[src/rtl/qs_defines.svh]
// Constants of the egress QoS queue scheduler
`ifndef QS_DEFINES_SVH
`define QS_DEFINES_SVH

// Queue indices, top queue has the highest index
`define QS_Q_TOP 2'h3
`define QS_Q_BOTTOM 2'h0
`define QS_NQ 4
`define QS_NPORT 8

// Queue storage
`define QS_QDEPTH 8
`define QS_PTR_W 3
`define QS_CNT_W 4
`define QS_SEQ_W 6
`define QS_HANDLE_W 8

// Reset values
`define QS_MODE_RST QS_MODE_WEIGHTED
`define QS_WGT_RST 16'h8421
`define QS_MAP_RST 16'hfa50
`define QS_CREDIT_RST 4'h0

`endif

[src/rtl/qs_pkg.sv]
// Types of the egress QoS queue scheduler
package qs_pkg;
    `include "qs_defines.svh"

    typedef enum logic [1:0] {
        QS_MODE_FCFS,
        QS_MODE_STRICT,
        QS_MODE_WEIGHTED
    } qs_mode_t;

    typedef struct packed {
        logic [`QS_SEQ_W-1:0] seq;
        logic [`QS_HANDLE_W-1:0] handle;
    } qs_entry_t;

    typedef struct packed {
        qs_mode_t mode;
        logic [3:0][3:0] wgt;
        logic [7:0][1:0] map;
        logic [1:0] cur;
        logic [3:0] credit;
        logic [`QS_SEQ_W-1:0] seq;
        logic out_valid;
        logic [`QS_HANDLE_W-1:0] out_handle;
        logic [1:0] out_q;
        logic busy;
    } qs_state_t;

    typedef struct packed {
        logic [`QS_PTR_W-1:0] wptr;
        logic [`QS_PTR_W-1:0] rptr;
        logic [`QS_CNT_W-1:0] count;
    } qs_fifo_state_t;
endpackage

[src/rtl/qs_queue_if.sv]
// Connection between the scheduler and one transmit queue
`timescale 1ns/10ps
interface qs_queue_if;
    import qs_pkg::*;
    logic push;
    qs_entry_t wdata;
    logic pop;
    qs_entry_t rdata;
    logic empty;
    logic full;

    modport owner (input push, input wdata, input pop, output rdata, output empty, output full);
    modport user (output push, output wdata, output pop, input rdata, input empty, input full);
endinterface

[src/rtl/qs_queue.sv]
// One transmit queue of frame descriptors
`timescale 1ns/10ps
`include "qs_defines.svh"
module qs_queue (
    // Clock and reset
    input wire logic clk_i,
    input wire logic rst_n_i,
    // Scheduler side
    qs_queue_if.owner qp
);
    import qs_pkg::*;

    qs_fifo_state_t s_q;
    qs_fifo_state_t s_d;
    qs_entry_t mem [`QS_QDEPTH];

    logic do_push;
    logic do_pop;

    assign do_push = qp.push && !qp.full;
    assign do_pop = qp.pop && !qp.empty;
    assign qp.empty = (s_q.count == `QS_CNT_W'h0);
    assign qp.full = (s_q.count == `QS_CNT_W'(`QS_QDEPTH));
    assign qp.rdata = mem[s_q.rptr];

    always_comb begin
        s_d = s_q;
        if (do_push) begin
            s_d.wptr = s_q.wptr + `QS_PTR_W'h1;
        end
        if (do_pop) begin
            s_d.rptr = s_q.rptr + `QS_PTR_W'h1;
        end
        if (do_push && !do_pop) begin
            s_d.count = s_q.count + `QS_CNT_W'h1;
        end else if (do_pop && !do_push) begin
            s_d.count = s_q.count - `QS_CNT_W'h1;
        end
    end

    always_ff @(posedge clk_i or negedge rst_n_i) begin
        if (!rst_n_i) begin
            s_q <= '0;
        end else begin
            s_q <= s_d;
        end
    end

    // Storage has no reset; only entries below the count are ever read out
    always_ff @(posedge clk_i) begin
        if (do_push) begin
            mem[s_q.wptr] <= qp.wdata;
        end
    end
endmodule

[src/rtl/qs_scheduler.sv]
// Egress QoS classifier and four-queue transmit scheduler
//
// Summary of operation
// - Four transmit queues, top to bottom priority
// - First-come mode sends in arrival order
// - Strict mode serves highest non-empty queue
// - Round robin top down, weight (zero as one) frames each
// - Reset gives round robin, weights 8,4,2,1
// - Each round robin weight set independently
// - Tagged frame queued via priority map
// - Untagged frame uses port static priority
// - Map holds eight entries, any queue
// - Default map pairs priorities into queues
// - Per-port static priority 0-7 or disabled
`timescale 1ns/10ps
`include "qs_defines.svh"
module qs_scheduler (
    // Clock, reset, enable
    input wire logic clk_i,
    input wire logic rst_n_i,
    input wire logic ce_i,
    // Frames from the forwarding fabric
    input wire logic rx_valid_i,
    output logic rx_ready_o,
    input wire logic rx_tagged_i,
    input wire logic [2:0] rx_pcp_i,
    input wire logic [2:0] rx_port_i,
    input wire logic [`QS_HANDLE_W-1:0] rx_handle_i,
    // Frames to the port transmitter
    output logic tx_valid_o,
    input wire logic tx_ready_i,
    output logic [`QS_HANDLE_W-1:0] tx_handle_o,
    output logic [1:0] tx_queue_o,
    input wire logic tx_done_i,
    // Configuration
    input wire qs_pkg::qs_mode_t cfg_mode_i,
    input wire logic [3:0][3:0] cfg_weights_i,
    input wire logic [7:0][1:0] cfg_map_i,
    input wire logic [`QS_NPORT-1:0][3:0] cfg_port_prio_i,
    // Status
    output qs_pkg::qs_mode_t active_mode_o,
    output logic [`QS_NQ-1:0] queue_empty_o,
    output logic busy_o
);
    import qs_pkg::*;

    ////////////////////////////////////////////////////////////////////////////
    // Queues
    qs_queue_if qif[`QS_NQ]();
    logic [`QS_NQ-1:0] q_empty;
    logic [`QS_NQ-1:0] q_full;
    logic [`QS_NQ-1:0] push_v;
    logic [`QS_NQ-1:0] pop_v;
    qs_entry_t head [`QS_NQ];
    qs_entry_t wentry;

    qs_state_t s_q;
    qs_state_t s_d;

    for (genvar g = 0; g < `QS_NQ; g++) begin : g_queue
        qs_queue u_queue (
            .clk_i(clk_i),
            .rst_n_i(rst_n_i),
            .qp(qif[g])
        );
        assign qif[g].push = push_v[g];
        assign qif[g].pop = pop_v[g];
        assign qif[g].wdata = wentry;
        assign q_empty[g] = qif[g].empty;
        assign q_full[g] = qif[g].full;
        assign head[g] = qif[g].rdata;
    end

    ////////////////////////////////////////////////////////////////////////////
    // Classification
    logic [3:0] port_prio;
    logic [2:0] rx_pri;
    logic [1:0] rx_q;
    logic rx_take;

    assign port_prio = cfg_port_prio_i[rx_port_i];
    // Bit 3 enables the static priority; a disabled port falls back to 0
    assign rx_pri = rx_tagged_i ? rx_pcp_i : (port_prio[3] ? port_prio[2:0] : 3'h0);
    assign rx_q = s_q.map[rx_pri];
    assign rx_ready_o = !q_full[rx_q];
    assign rx_take = rx_valid_i && rx_ready_o && ce_i;
    assign wentry = '{seq: s_q.seq, handle: rx_handle_i};

    ////////////////////////////////////////////////////////////////////////////
    // Scheduling
    logic idle;
    logic pick;
    logic [1:0] sel;
    logic [3:0] new_credit;
    logic [`QS_SEQ_W-1:0] age [`QS_NQ];
    logic [`QS_SEQ_W-1:0] best_age;
    logic [1:0] cand;
    logic found;

    assign idle = !s_q.out_valid && !s_q.busy;

    always_comb begin
        for (int i = 0; i < `QS_NQ; i++) begin
            age[i] = s_q.seq - head[i].seq;
        end
    end

    always_comb begin
        s_d = s_q;
        pick = 1'b0;
        sel = `QS_Q_BOTTOM;
        new_credit = s_q.credit;
        best_age = '0;
        cand = '0;
        found = 1'b0;
        push_v = '0;
        pop_v = '0;

        if (rx_take) begin
            push_v[rx_q] = 1'b1;
            s_d.seq = s_q.seq + `QS_SEQ_W'h1;
        end

        if (s_q.out_valid && tx_ready_i) begin
            s_d.out_valid = 1'b0;
            s_d.busy = 1'b1;
        end
        if (s_q.busy && tx_done_i) begin
            s_d.busy = 1'b0;
        end

        if (idle) begin
            // Snapshot taken only with nothing offered or in flight
            s_d.mode = cfg_mode_i;
            s_d.wgt = cfg_weights_i;
            s_d.map = cfg_map_i;
            if (q_empty != 4'hf) begin
                pick = 1'b1;
                case (s_q.mode)
                    QS_MODE_FCFS: begin
                        // Sequence stamps never alias: total storage is below 2^SEQ_W
                        for (int i = 0; i < `QS_NQ; i++) begin
                            if (!q_empty[i] && (!found || age[i] > best_age)) begin
                                found = 1'b1;
                                best_age = age[i];
                                sel = 2'(i);
                            end
                        end
                    end
                    QS_MODE_STRICT: begin
                        for (int i = 0; i < `QS_NQ; i++) begin
                            if (!q_empty[i]) begin
                                sel = 2'(i);
                            end
                        end
                    end
                    QS_MODE_WEIGHTED: begin
                        if (!q_empty[s_q.cur] && s_q.credit != 4'h0) begin
                            sel = s_q.cur;
                            new_credit = s_q.credit - 4'h1;
                        end else begin
                            // Walk downward with wrap; the fourth step revisits cur
                            for (int i = 1; i <= `QS_NQ; i++) begin
                                cand = s_q.cur - 2'(i);
                                if (!found && !q_empty[cand]) begin
                                    found = 1'b1;
                                    sel = cand;
                                end
                            end
                            // A zero weight is served as one so no queue starves
                            new_credit = (s_q.wgt[sel] == 4'h0) ? 4'h0 : s_q.wgt[sel] - 4'h1;
                        end
                        s_d.cur = sel;
                        s_d.credit = new_credit;
                    end
                    default: begin
                        // Undefined mode falls back to strict order, never offers an empty queue
                        for (int i = 0; i < `QS_NQ; i++) begin
                            if (!q_empty[i]) begin
                                sel = 2'(i);
                            end
                        end
                    end
                endcase
                pop_v[sel] = ce_i;
                s_d.out_valid = 1'b1;
                s_d.out_handle = head[sel].handle;
                s_d.out_q = sel;
            end
        end
    end

    always_ff @(posedge clk_i or negedge rst_n_i) begin
        if (!rst_n_i) begin
            s_q <= '{mode: `QS_MODE_RST, wgt: `QS_WGT_RST, map: `QS_MAP_RST,
                     cur: `QS_Q_BOTTOM, credit: `QS_CREDIT_RST, default: '0};
        end else if (ce_i) begin
            s_q <= s_d;
        end
    end

    assign tx_valid_o = s_q.out_valid;
    assign tx_handle_o = s_q.out_handle;
    assign tx_queue_o = s_q.out_q;
    assign active_mode_o = s_q.mode;
    assign queue_empty_o = q_empty;
    assign busy_o = s_q.busy;

    logic [3:0] higher_mask;
    logic fcfs_ok;
    always_comb begin
        higher_mask = 4'hf << (3'(sel) + 3'h1);
        fcfs_ok = 1'b1;
        for (int i = 0; i < `QS_NQ; i++) begin
            if (!q_empty[i] && age[i] > age[sel]) begin
                fcfs_ok = 1'b0;
            end
        end
    end
endmodule

[config.mk]
export PLATFORM = sky130hd
export DESIGN_NAME = qs_scheduler
export DESIGN_NICKNAME = d
export VERILOG_FILES = /design/src/rtl/qs_pkg.sv /design/src/rtl/qs_queue_if.sv /design/src/rtl/qs_queue.sv /design/src/rtl/qs_scheduler.sv
export VERILOG_INCLUDE_DIRS = /design/src /design/src/rtl
export SDC_FILE = /design/constraint.sdc
export NUM_CORES = 1
export LEC_CHECK = 0
export ABC_AREA = 1
export BUFFER_PORTS_ARGS = -buffer_cell sky130_fd_sc_hd__buf_2
export CAP_MARGIN = 30
export CORE_ASPECT_RATIO = 0.9
export CORE_MARGIN = 5
export CORE_UTILIZATION = 45
export DETAILED_ROUTE_END_ITERATION = 16
export GPL_TIMING_DRIVEN = 0
export SYNTH_ARGS = -nofsm -noshare
export SYNTH_HDL_FRONTEND = slang
export SYNTH_SLANG_ARGS = --single-unit
[constraint.sdc]
create_clock -name clk_i -period 7.6 [get_ports clk_i]
set_input_delay 0.38 -clock clk_i [delete_from_list [all_inputs] [get_ports clk_i]]
set_output_delay 0.38 -clock clk_i [all_outputs]
set_load 0.05 [all_outputs]
Word level (Yosys, flattened, before mapping)
Memories as Yosys holds them, arrays and structs flattened.
Cells that the tools add are included.
Widths: inputs -> output; s select.
{ "totals": {"register_bits": 98, "latch_bits": 0, "ramBits": 448, "rom_bits": 0, "out_inout_bits": 19, "elab_cells": 271, "n_memories": 4} }
{ "mem_list": {"columns": ["name", "words", "width", "rd", "rd_ports_with_merged_regs", "wr", "line_no", "rtl"], "rows": [
  ["g_queue[0].u_queue.mem", 8, 14, 1, 0, 1, "qs_queue.sv:15", "qs_entry_t mem [`QS_QDEPTH];"],
  ["g_queue[1].u_queue.mem", 8, 14, 1, 0, 1, "qs_queue.sv:15", null],
  ["g_queue[2].u_queue.mem", 8, 14, 1, 0, 1, "qs_queue.sv:15", null],
  ["g_queue[3].u_queue.mem", 8, 14, 1, 0, 1, "qs_queue.sv:15", null]
]} }
{ "classes": {"add_sub_neg": 26, "n_mul": 0, "div": 0, "order_cmp": 15, "eq_ne": 6, "n_shift": 0, "n_mux": 108, "bitwise": 2, "n_reduce_logical": 78} }
{ "ops": {"columns": ["operator", "count"], "rows": [
  ["$mux 6", 12],
  ["$mux 4", 15],
  ["$mux 1", 47],
  ["$mux 2", 16],
  ["$logic_and 1x1->1", 30],
  ["$bmux 14 s2", 1],
  ["$logic_not 1->1", 28],
  ["$add 3x1->3 const B", 8],
  ["$sub 4x1->4 const B", 6],
  ["$sub 6x6->6", 4],
  ["$mux 11", 2],
  ["$lt 2x3->1 const B", 7],
  ["$logic_not 4->1", 5],
  ["$gt 6x6->1", 3],
  ["$add 4x1->4 const B", 4],
  ["$eq 4x4->1 const B", 4],
  ["$mux 8", 2],
  ["$bmux 4 s3", 1],
  ["$bmux 1 s2", 5],
  ["$reduce_bool 2->1", 5],
  ["$bmux 4 s2", 1],
  ["$lt 3x4->1 const B", 2],
  ["$add 6x1->6 const B", 1],
  ["$bmux 2 s3", 1],
  ["other kinds (17)", 25]
]} }

Logic depth before layout (Yosys ltp)
{ "depth": {"word_depth": 45, "ltp_mapped": 62, "ltp_nobuf": 57} }

By module
Synthesis repeated with hierarchy kept, for this count alone.
{ "unflattened": {"hier_cells": 2935, "area_unflattened_um2": 26963.4} }
{ "modules_own_cells": {"columns": ["mod", "instances", "cells_each", "area_each_um2", "seq_area_each_um2"], "rows": [
  ["qs_queue at g_queue[0].u_queue ...", 3, 564, 5450.2, 3613.5],
  ["qs_scheduler", 1, 792, 5512.8, 1467.7],
  ["qs_queue at g_queue[1].u_queue", 1, 451, 5099.9, 3613.5]
]} }

Least setup slack after synthesis
Ideal clock, no wire load.
{ "synth_timing": {"kind": "register -> register", "startpoint": "register g_queue[0].u_queue.s_q[4] (netlist bit)", "endpoint": "register g_queue[2].u_queue.s_q[3] (netlist bit)", "arrival_time_ps": 7894, "required_ps": 7475, "path_slack_ps": -419, "path_stages_with_launch": 60, "path_buffers": 5, "synth_period_minus_slack_ps": 8019, "path_cell_list": "dfrtp_1 clkbuf_1 clkbuf_1 buf_1 nor2_1 o221ai_1 o21ai_0 ha_1 nand2_1 nor2_1 a211oi_1 nor2_1 nor2_1 nor2_1 nor2_1 or2_2 nand3_1 ha_1 [... 24 more ...] nand2_1 a21oi_1 nor3_1 nand2_1 nand2_1 a21oi_4 nand2_1 nor2_4 inv_1 ha_1 inv_1 ha_1 a21o_1 a21oi_1 nand2_1 nand2_1 nor2_1 xor2_1"} }
{ "synth_between": {"elab_chain_cells": 38, "word_cells_on_any_way": 53} }
{ "synth_lines": {"columns": ["item", "line_no", "rtl"], "rows": [
  ["from (decl)", "qs_queue.sv:13", "qs_fifo_state_t s_q;"],
  ["from (signal assigned)", "qs_queue.sv:43", "s_q <= '0;"],
  ["from (signal assigned)", "qs_queue.sv:45", "s_q <= s_d;"],
  ["$mem_v2 8x14 (*)", null, null],
  ["$sub 6x6->6 (*)", "qs_scheduler.sv:104", "age[i] = s_q.seq - head[i].seq;"],
  ["$mux 6 (*)", "qs_scheduler.sv:143", "if (!q_empty[i] && (!found || age[i] > best_age)) begin"],
  ["$mux 6 (*)", "qs_scheduler.sv:139", "case (s_q.mode)"],
  ["$mux 6 (*)", "qs_scheduler.sv:137", "if (q_empty != 4'hf) begin"],
  ["$mux 6 (*)", "qs_scheduler.sv:132", "if (idle) begin"],
  ["$gt 6x6->1", "qs_scheduler.sv:143", null],
  ["$logic_or 1x1->1", "qs_scheduler.sv:143", null],
  ["[... 22 more ...]", null, null],
  ["$demux 1 s2 (*)", "qs_scheduler.sv:185", "pop_v[sel] = ce_i;"],
  ["$and 4x4->4 (no line) (*)", null, null],
  ["$mux 4 (*)", "qs_scheduler.sv:137", null],
  ["$mux 4 (*)", "qs_scheduler.sv:132", null],
  ["$logic_and 1x1->1 (*)", "qs_queue.sv:21", "assign do_pop = qp.pop && !qp.empty;"],
  ["$logic_not 1->1", "qs_queue.sv:34", "if (do_push && !do_pop) begin"],
  ["$logic_and 1x1->1", "qs_queue.sv:34", null],
  ["$mux 4 or $reduce_bool 2->1 (tied branches)", null, null],
  ["to (signal assigned)", "qs_queue.sv:43", null],
  ["to (signal assigned)", "qs_queue.sv:45", null],
  ["to (decl)", "qs_queue.sv:13", null]
]} }
Mark *: on every way between the ends. The rest lies on a longest branch, timed or not. The select of a mux whose other input is x is not followed.
A chain may end at the register's enable or synchronous reset.

Final worst setup path
{ "layout_timing": {"startpoint": "register g_queue[0].u_queue.s_q[5] (netlist bit)", "endpoint": "register g_queue[3].u_queue.s_q[3] (netlist bit)"} }
{ "layout_between": {"elab_chain_cells": 38, "word_cells_on_any_way": 53} }
{ "layout_lines": {"columns": ["item", "line_no"], "rows": [
  ["$mem_v2 8x14 (*)", null],
  ["$sub 6x6->6 (*)", "qs_scheduler.sv:104"],
  ["$mux 6 (*)", "qs_scheduler.sv:143"],
  ["$mux 6 (*)", "qs_scheduler.sv:139"],
  ["$mux 6 (*)", "qs_scheduler.sv:137"],
  ["$mux 6 (*)", "qs_scheduler.sv:132"],
  ["$gt 6x6->1", "qs_scheduler.sv:143"],
  ["$logic_or 1x1->1", "qs_scheduler.sv:143"],
  ["[... 22 more ...]", null],
  ["$demux 1 s2 (*)", "qs_scheduler.sv:185"],
  ["$and 4x4->4 (no line) (*)", null],
  ["$mux 4 (*)", "qs_scheduler.sv:137"],
  ["$mux 4 (*)", "qs_scheduler.sv:132"],
  ["$logic_and 1x1->1 (*)", "qs_queue.sv:21"],
  ["$logic_not 1->1", "qs_queue.sv:34"],
  ["$logic_and 1x1->1", "qs_queue.sv:34"],
  ["$mux 4 or $reduce_bool 2->1 (tied branches)", null],
  ["to (signal assigned)", "qs_queue.sv:43"],
  ["to (signal assigned)", "qs_queue.sv:45"],
  ["to (decl)", "qs_queue.sv:13"]
]} }
Marked as above.

==> summary.md <==
| Metric | Value |
|---|---|
| Area grow syn2layout | `22.7%` |
| Adder and majority gate portion of the synthesized area | `3.65%` |
| Worst reg2reg path startpoint | `g_queue[0].u_queue.s_q[5]$_DFFE_PN0P_` |
| Starting Density | `45.7%` |
| Hold path endpoint | `tx_valid_o$_DFFE_PN0P_` |
| Number of flops mapped to enable cells by yosys | `448` |
| Post-route clock period utilization | `105%` |
| Critical path peak fanout | `10` |
| Die width | `258 microns` |
| Maximum number of pins on one net before global-route repair | `67` |
| Proportion of synthesized chip area in sequential cells | `63.8%` |
| Number of placement rows | `81` |
| Total congestion overflow after global routing | `0` |
| Number of DRC violations after detailed-routing iteration 0 | `1,482` |
| DIE HEIGHT | `233 microns` |
| R2R cell count | `58` |
| Number of antenna violations at the first check in global routing | `0` |
| Cell with the largest stage delay on the worst path | `dfrtp_2` |
| Synth Instances | `2,309` |
| TritonRoute pass-1 iters | `5` |
| Critical path type | `flip-flop to flip-flop` |
| Endpoints failing hold | `0` |
| Largest incremental delay on the critical path | `0.43 ns` |
| Setup repair after global routing missed its margin | `true` |
| Post-synthesis net count | `2,464` |
| Number of nets in the final layout | `2,775` |
| Critical Path RT | `8.07 ns` |
| Cell area after synthesis | `25,000 sq um` |
| Worst-path clk slew | `0.06 ns` |
| Worst r2r dst | `g_queue[3].u_queue.s_q[3]$_DFFE_PN0P_` |
| Actual slew at the worst max-slew pin | `1.00 ns` |
| Number of clock buffers inserted by TritonCTS | `55` |
| TritonCTS clock tree | `done` |
| Routed via count divided by cell count | `5.49` |
| Port Buf Inserts | `103` |
| Combinational family with the most area after synthesis | `simple AND/OR/NAND/NOR gates` |
| Skew-Pair Late Insertion Delay | `0.60 ns` |
| Clock Root Buffer | `clkbuf_16` |
| Routability congestion estimate from global placement | `0.889` |
| Violations in the final reports | `negative setup slack` |
| Total die area | `60,300 sq um` |
| Mux contribution to synthesized area | `0%` |
| Global-route wire length before repair | `104,000 microns` |
| Sum of net half-perimeters after detailed placement | `44,000 microns` |
| Yosys reg bits | `546` |
| Proportion of synthesized flip-flops having asynchronous set or reset | `17.9%` |
| Vias post-DR | `18,511` |
| Mean routed wirelength per cell | `20.2 microns` |
| Result of the run | `finished, violations left` |
| I/O pin cnt | `106` |
| Worst Clk Skew | `0.0119 ns` |
| Worst setup SP type | `flip-flop` |
| Count of distinct cell types in the synthesized netlist | `52` |
| Global-route usage over all layers | `22.0%` |
| Deepest clock path buffer count | `3` |
| Number of global-route vias before repair | `18,475` |
| Antenna diode count | `0` |
| Hold depth | `4` |
| Max-slew headroom at the worst pin | `33.2%` |
| Filler Cells Inserted | `4,510` |
| Simple-gate area share of the yosys netlist | `15.3%` |
| Final instance area | `30,600 sq um` |
| H-tree level count | `2` |
| Number of nets with antenna violations after detailed routing | `0` |
| Core area | `54,600 sq um` |
| Highest Clock Rate | `0.126 GHz` |
| PnR worst setup slack | `-0.350 ns` |
| Final-report setup violation count | `12` |
| CTS Sinks | `546` |
| Register-to-Register Setup Slack | `-0.35 ns` |
| Compound-gate portion of the synthesized area | `11.2%` |
| Max capacitance violation total | `0` |
| Final Slew Violations | `0` |
| Fraction of final layout cells with drive strength greater than 1 | `21.5%` |
| Total cell area at the placement stage | `26,800 sq um` |
| Fin crit period | `7.95 ns` |
| Total Routed Length | `68,200 microns` |
| Average cell area after synthesis | `10.8 sq um` |
| Share of the core filled with cells | `56.1%` |
| Most used flip-flop cell after synthesis | `edfxtp_1` |
| Xor and xnor fraction of the mapped netlist area | `1.57%` |
| Hold Path Origin | `tx_ready_i` |
| Setup TNS | `-2.19 ns` |
| Endpoint type of the worst setup path | `flip-flop` |
| Ys Warns | `0` |
| Cell with the most instances on the worst path | `nand2_2` |
| Hold/Removal Path Class | `primary input to flip-flop` |
| Worst hold margin | `0.0509 ns` |
| Drt drc | `0` |
| Worst path arrival time | `8.42 ns` |
==> layer usage <==
layer	track usage, %	part of all wire, %	up-vias	wire length [microns]
met5	0	0	-	0
met2	36.6	48	532	32500
met1	30.6	44	9097	30100
met3	2.79	5.0	133	3420
li1	-	-	8749	-
met4	6.80	3.2	0	2180
==> how the worst max path moves through the flow <==
stage                                          start                               endpoint  depth (start not counted)
2_1_floorplan  g_queue[0].u_queue.s_q[4]$_DFFE_PN0P_  g_queue[2].u_queue.s_q[3]$_DFFE_PN0P_                         59
3_3_place_gp   g_queue[0].u_queue.s_q[5]$_DFFE_PN0P_  g_queue[2].u_queue.s_q[3]$_DFFE_PN0P_                         58
3_5_place_dp   g_queue[0].u_queue.s_q[5]$_DFFE_PN0P_  g_queue[2].u_queue.s_q[3]$_DFFE_PN0P_                         58
4_1_cts        g_queue[0].u_queue.s_q[4]$_DFFE_PN0P_  g_queue[3].u_queue.s_q[3]$_DFFE_PN0P_                         59
5_1_grt        g_queue[0].u_queue.s_q[4]$_DFFE_PN0P_  g_queue[3].u_queue.s_q[3]$_DFFE_PN0P_                         58
6_report       g_queue[0].u_queue.s_q[5]$_DFFE_PN0P_  g_queue[3].u_queue.s_q[3]$_DFFE_PN0P_                         58
==> cell usage after synthesis, types with 13 or more instances <==
| cell | n | share of area [%] |
|---|---|---|
| xnor2_1 | 13 | 0.46 |
| dfrtp_1 | 85 | 8.5 |
| nor2_1 | 308 | 4.6 |
| nand2_1 | 399 | 6.0 |
| nand4_1 | 16 | 0.40 |
| dfstp_2 | 13 | 1.4 |
| o221ai_1 | 51 | 1.8 |
| xor2_1 | 28 | 0.98 |
| clkbuf_1 | 90 | 1.4 |
| edfxtp_1 | 448 | 54 |
| ha_1 | 60 | 3.0 |
| nand3_1 | 119 | 2.4 |
| buf_4 | 16 | 0.48 |
| inv_1 | 135 | 2.0 |
| o22ai_1 | 55 | 1.4 |
| a21oi_1 | 25 | 0.50 |
| o21ai_0 | 330 | 6.6 |
==> layout by cell type (no fill, tap or decap), drive strengths merged <==
cell type / count
edfxtp: 448
o211ai: 5
a21o: 5
dlygate4sd3: 35
a32o: 1
clkinv: 17
bufinv: 6
or2: 3
a21boi: 2
clkinvlp: 1
o22ai: 55
buf: 269
o21ai: 336
o221ai: 51
nand2: 414
nand4: 18
clkbuf: 154
inv: 143
a211oi: 2
a31oi: 4
ha: 60
nand3: 131
a21oi: 27
nor2: 317
fa: 8
nor3: 9
dfstp: 13
nand3b: 3
dfrtp: 85
xor2: 29
xnor2: 14
o21bai: 1
==> area by class of cell <==
cell class	instances	area, sq um	area share, %
Clock inverter	20	251	0.821
Multi-Input combinational cell	1495	8680	28.3
Clock buffer	83	1570	5.14
Buffer	109	728	2.38
Sequential cell	546	15900	52.0
Tap cell	705	882	2.88
Inverter	147	578	1.89
Timing Repair Buffer	266	2010	6.57
==> flip-flops by register name, indices dropped and copies added (netlist names) <==
register	flops
tx_handle_o	8
active_mode_o	2
busy_o	1
g_queue.u_queue.s_q	40
qif.wdata	6
s_q	38
tx_valid_o	1
tx_queue_o	2
g_queue.u_queue.mem	448
==> critical path: cells and delay by family (launching register included) <==
kind | cells | cell delay [ns]
and+or+nand+nor | 22 | 1.96
AOI/OAI and AO/OA | 19 | 2.52
buffers and inverters | 9 | 0.98
xor gates and xnor gates | 1 | 0.15
DFF | 1 | 0.43
adders and majority gates | 7 | 1.79
==> metrics by stage <==
| stage | worst slack (ns) | std cells |
|---|---|---|
| finish | -0.350 | 3371 |
| floorplan | 0.00651 | 2309 |
| CTS | -0.288 | 3348 |
| global placement | -1.62 | 3117 |
| detailed placement | -1.87 | 3143 |
| global route | -0.699 | 3371 |
==> timing repair <==
action / 4_1_cts / 5_1_grt
setup endpoints to repair: 38 / 37
pin swaps: 65 / 92
hold buffers: 35 / 0
gates cloned: 2 / 0
hold endpoints to repair: 55 / 0
setup buffers: 72 / 30
gates resized for setup: 157 / 122
==> logic make-up (layout without fill, tap and decap cells) <==
group / count (synthesis) / count (layout)
compound gates: 489 / 489
simple gates: 895 / 895
flops: 546 / 546
xor+xnor: 43 / 43
buf+inv: 268 / 625
fa+ha+maj: 68 / 68
Power is left out: the tool's default activity adds up to more than one toggle a clock period on the data nets, which glitch-free logic cannot reach.
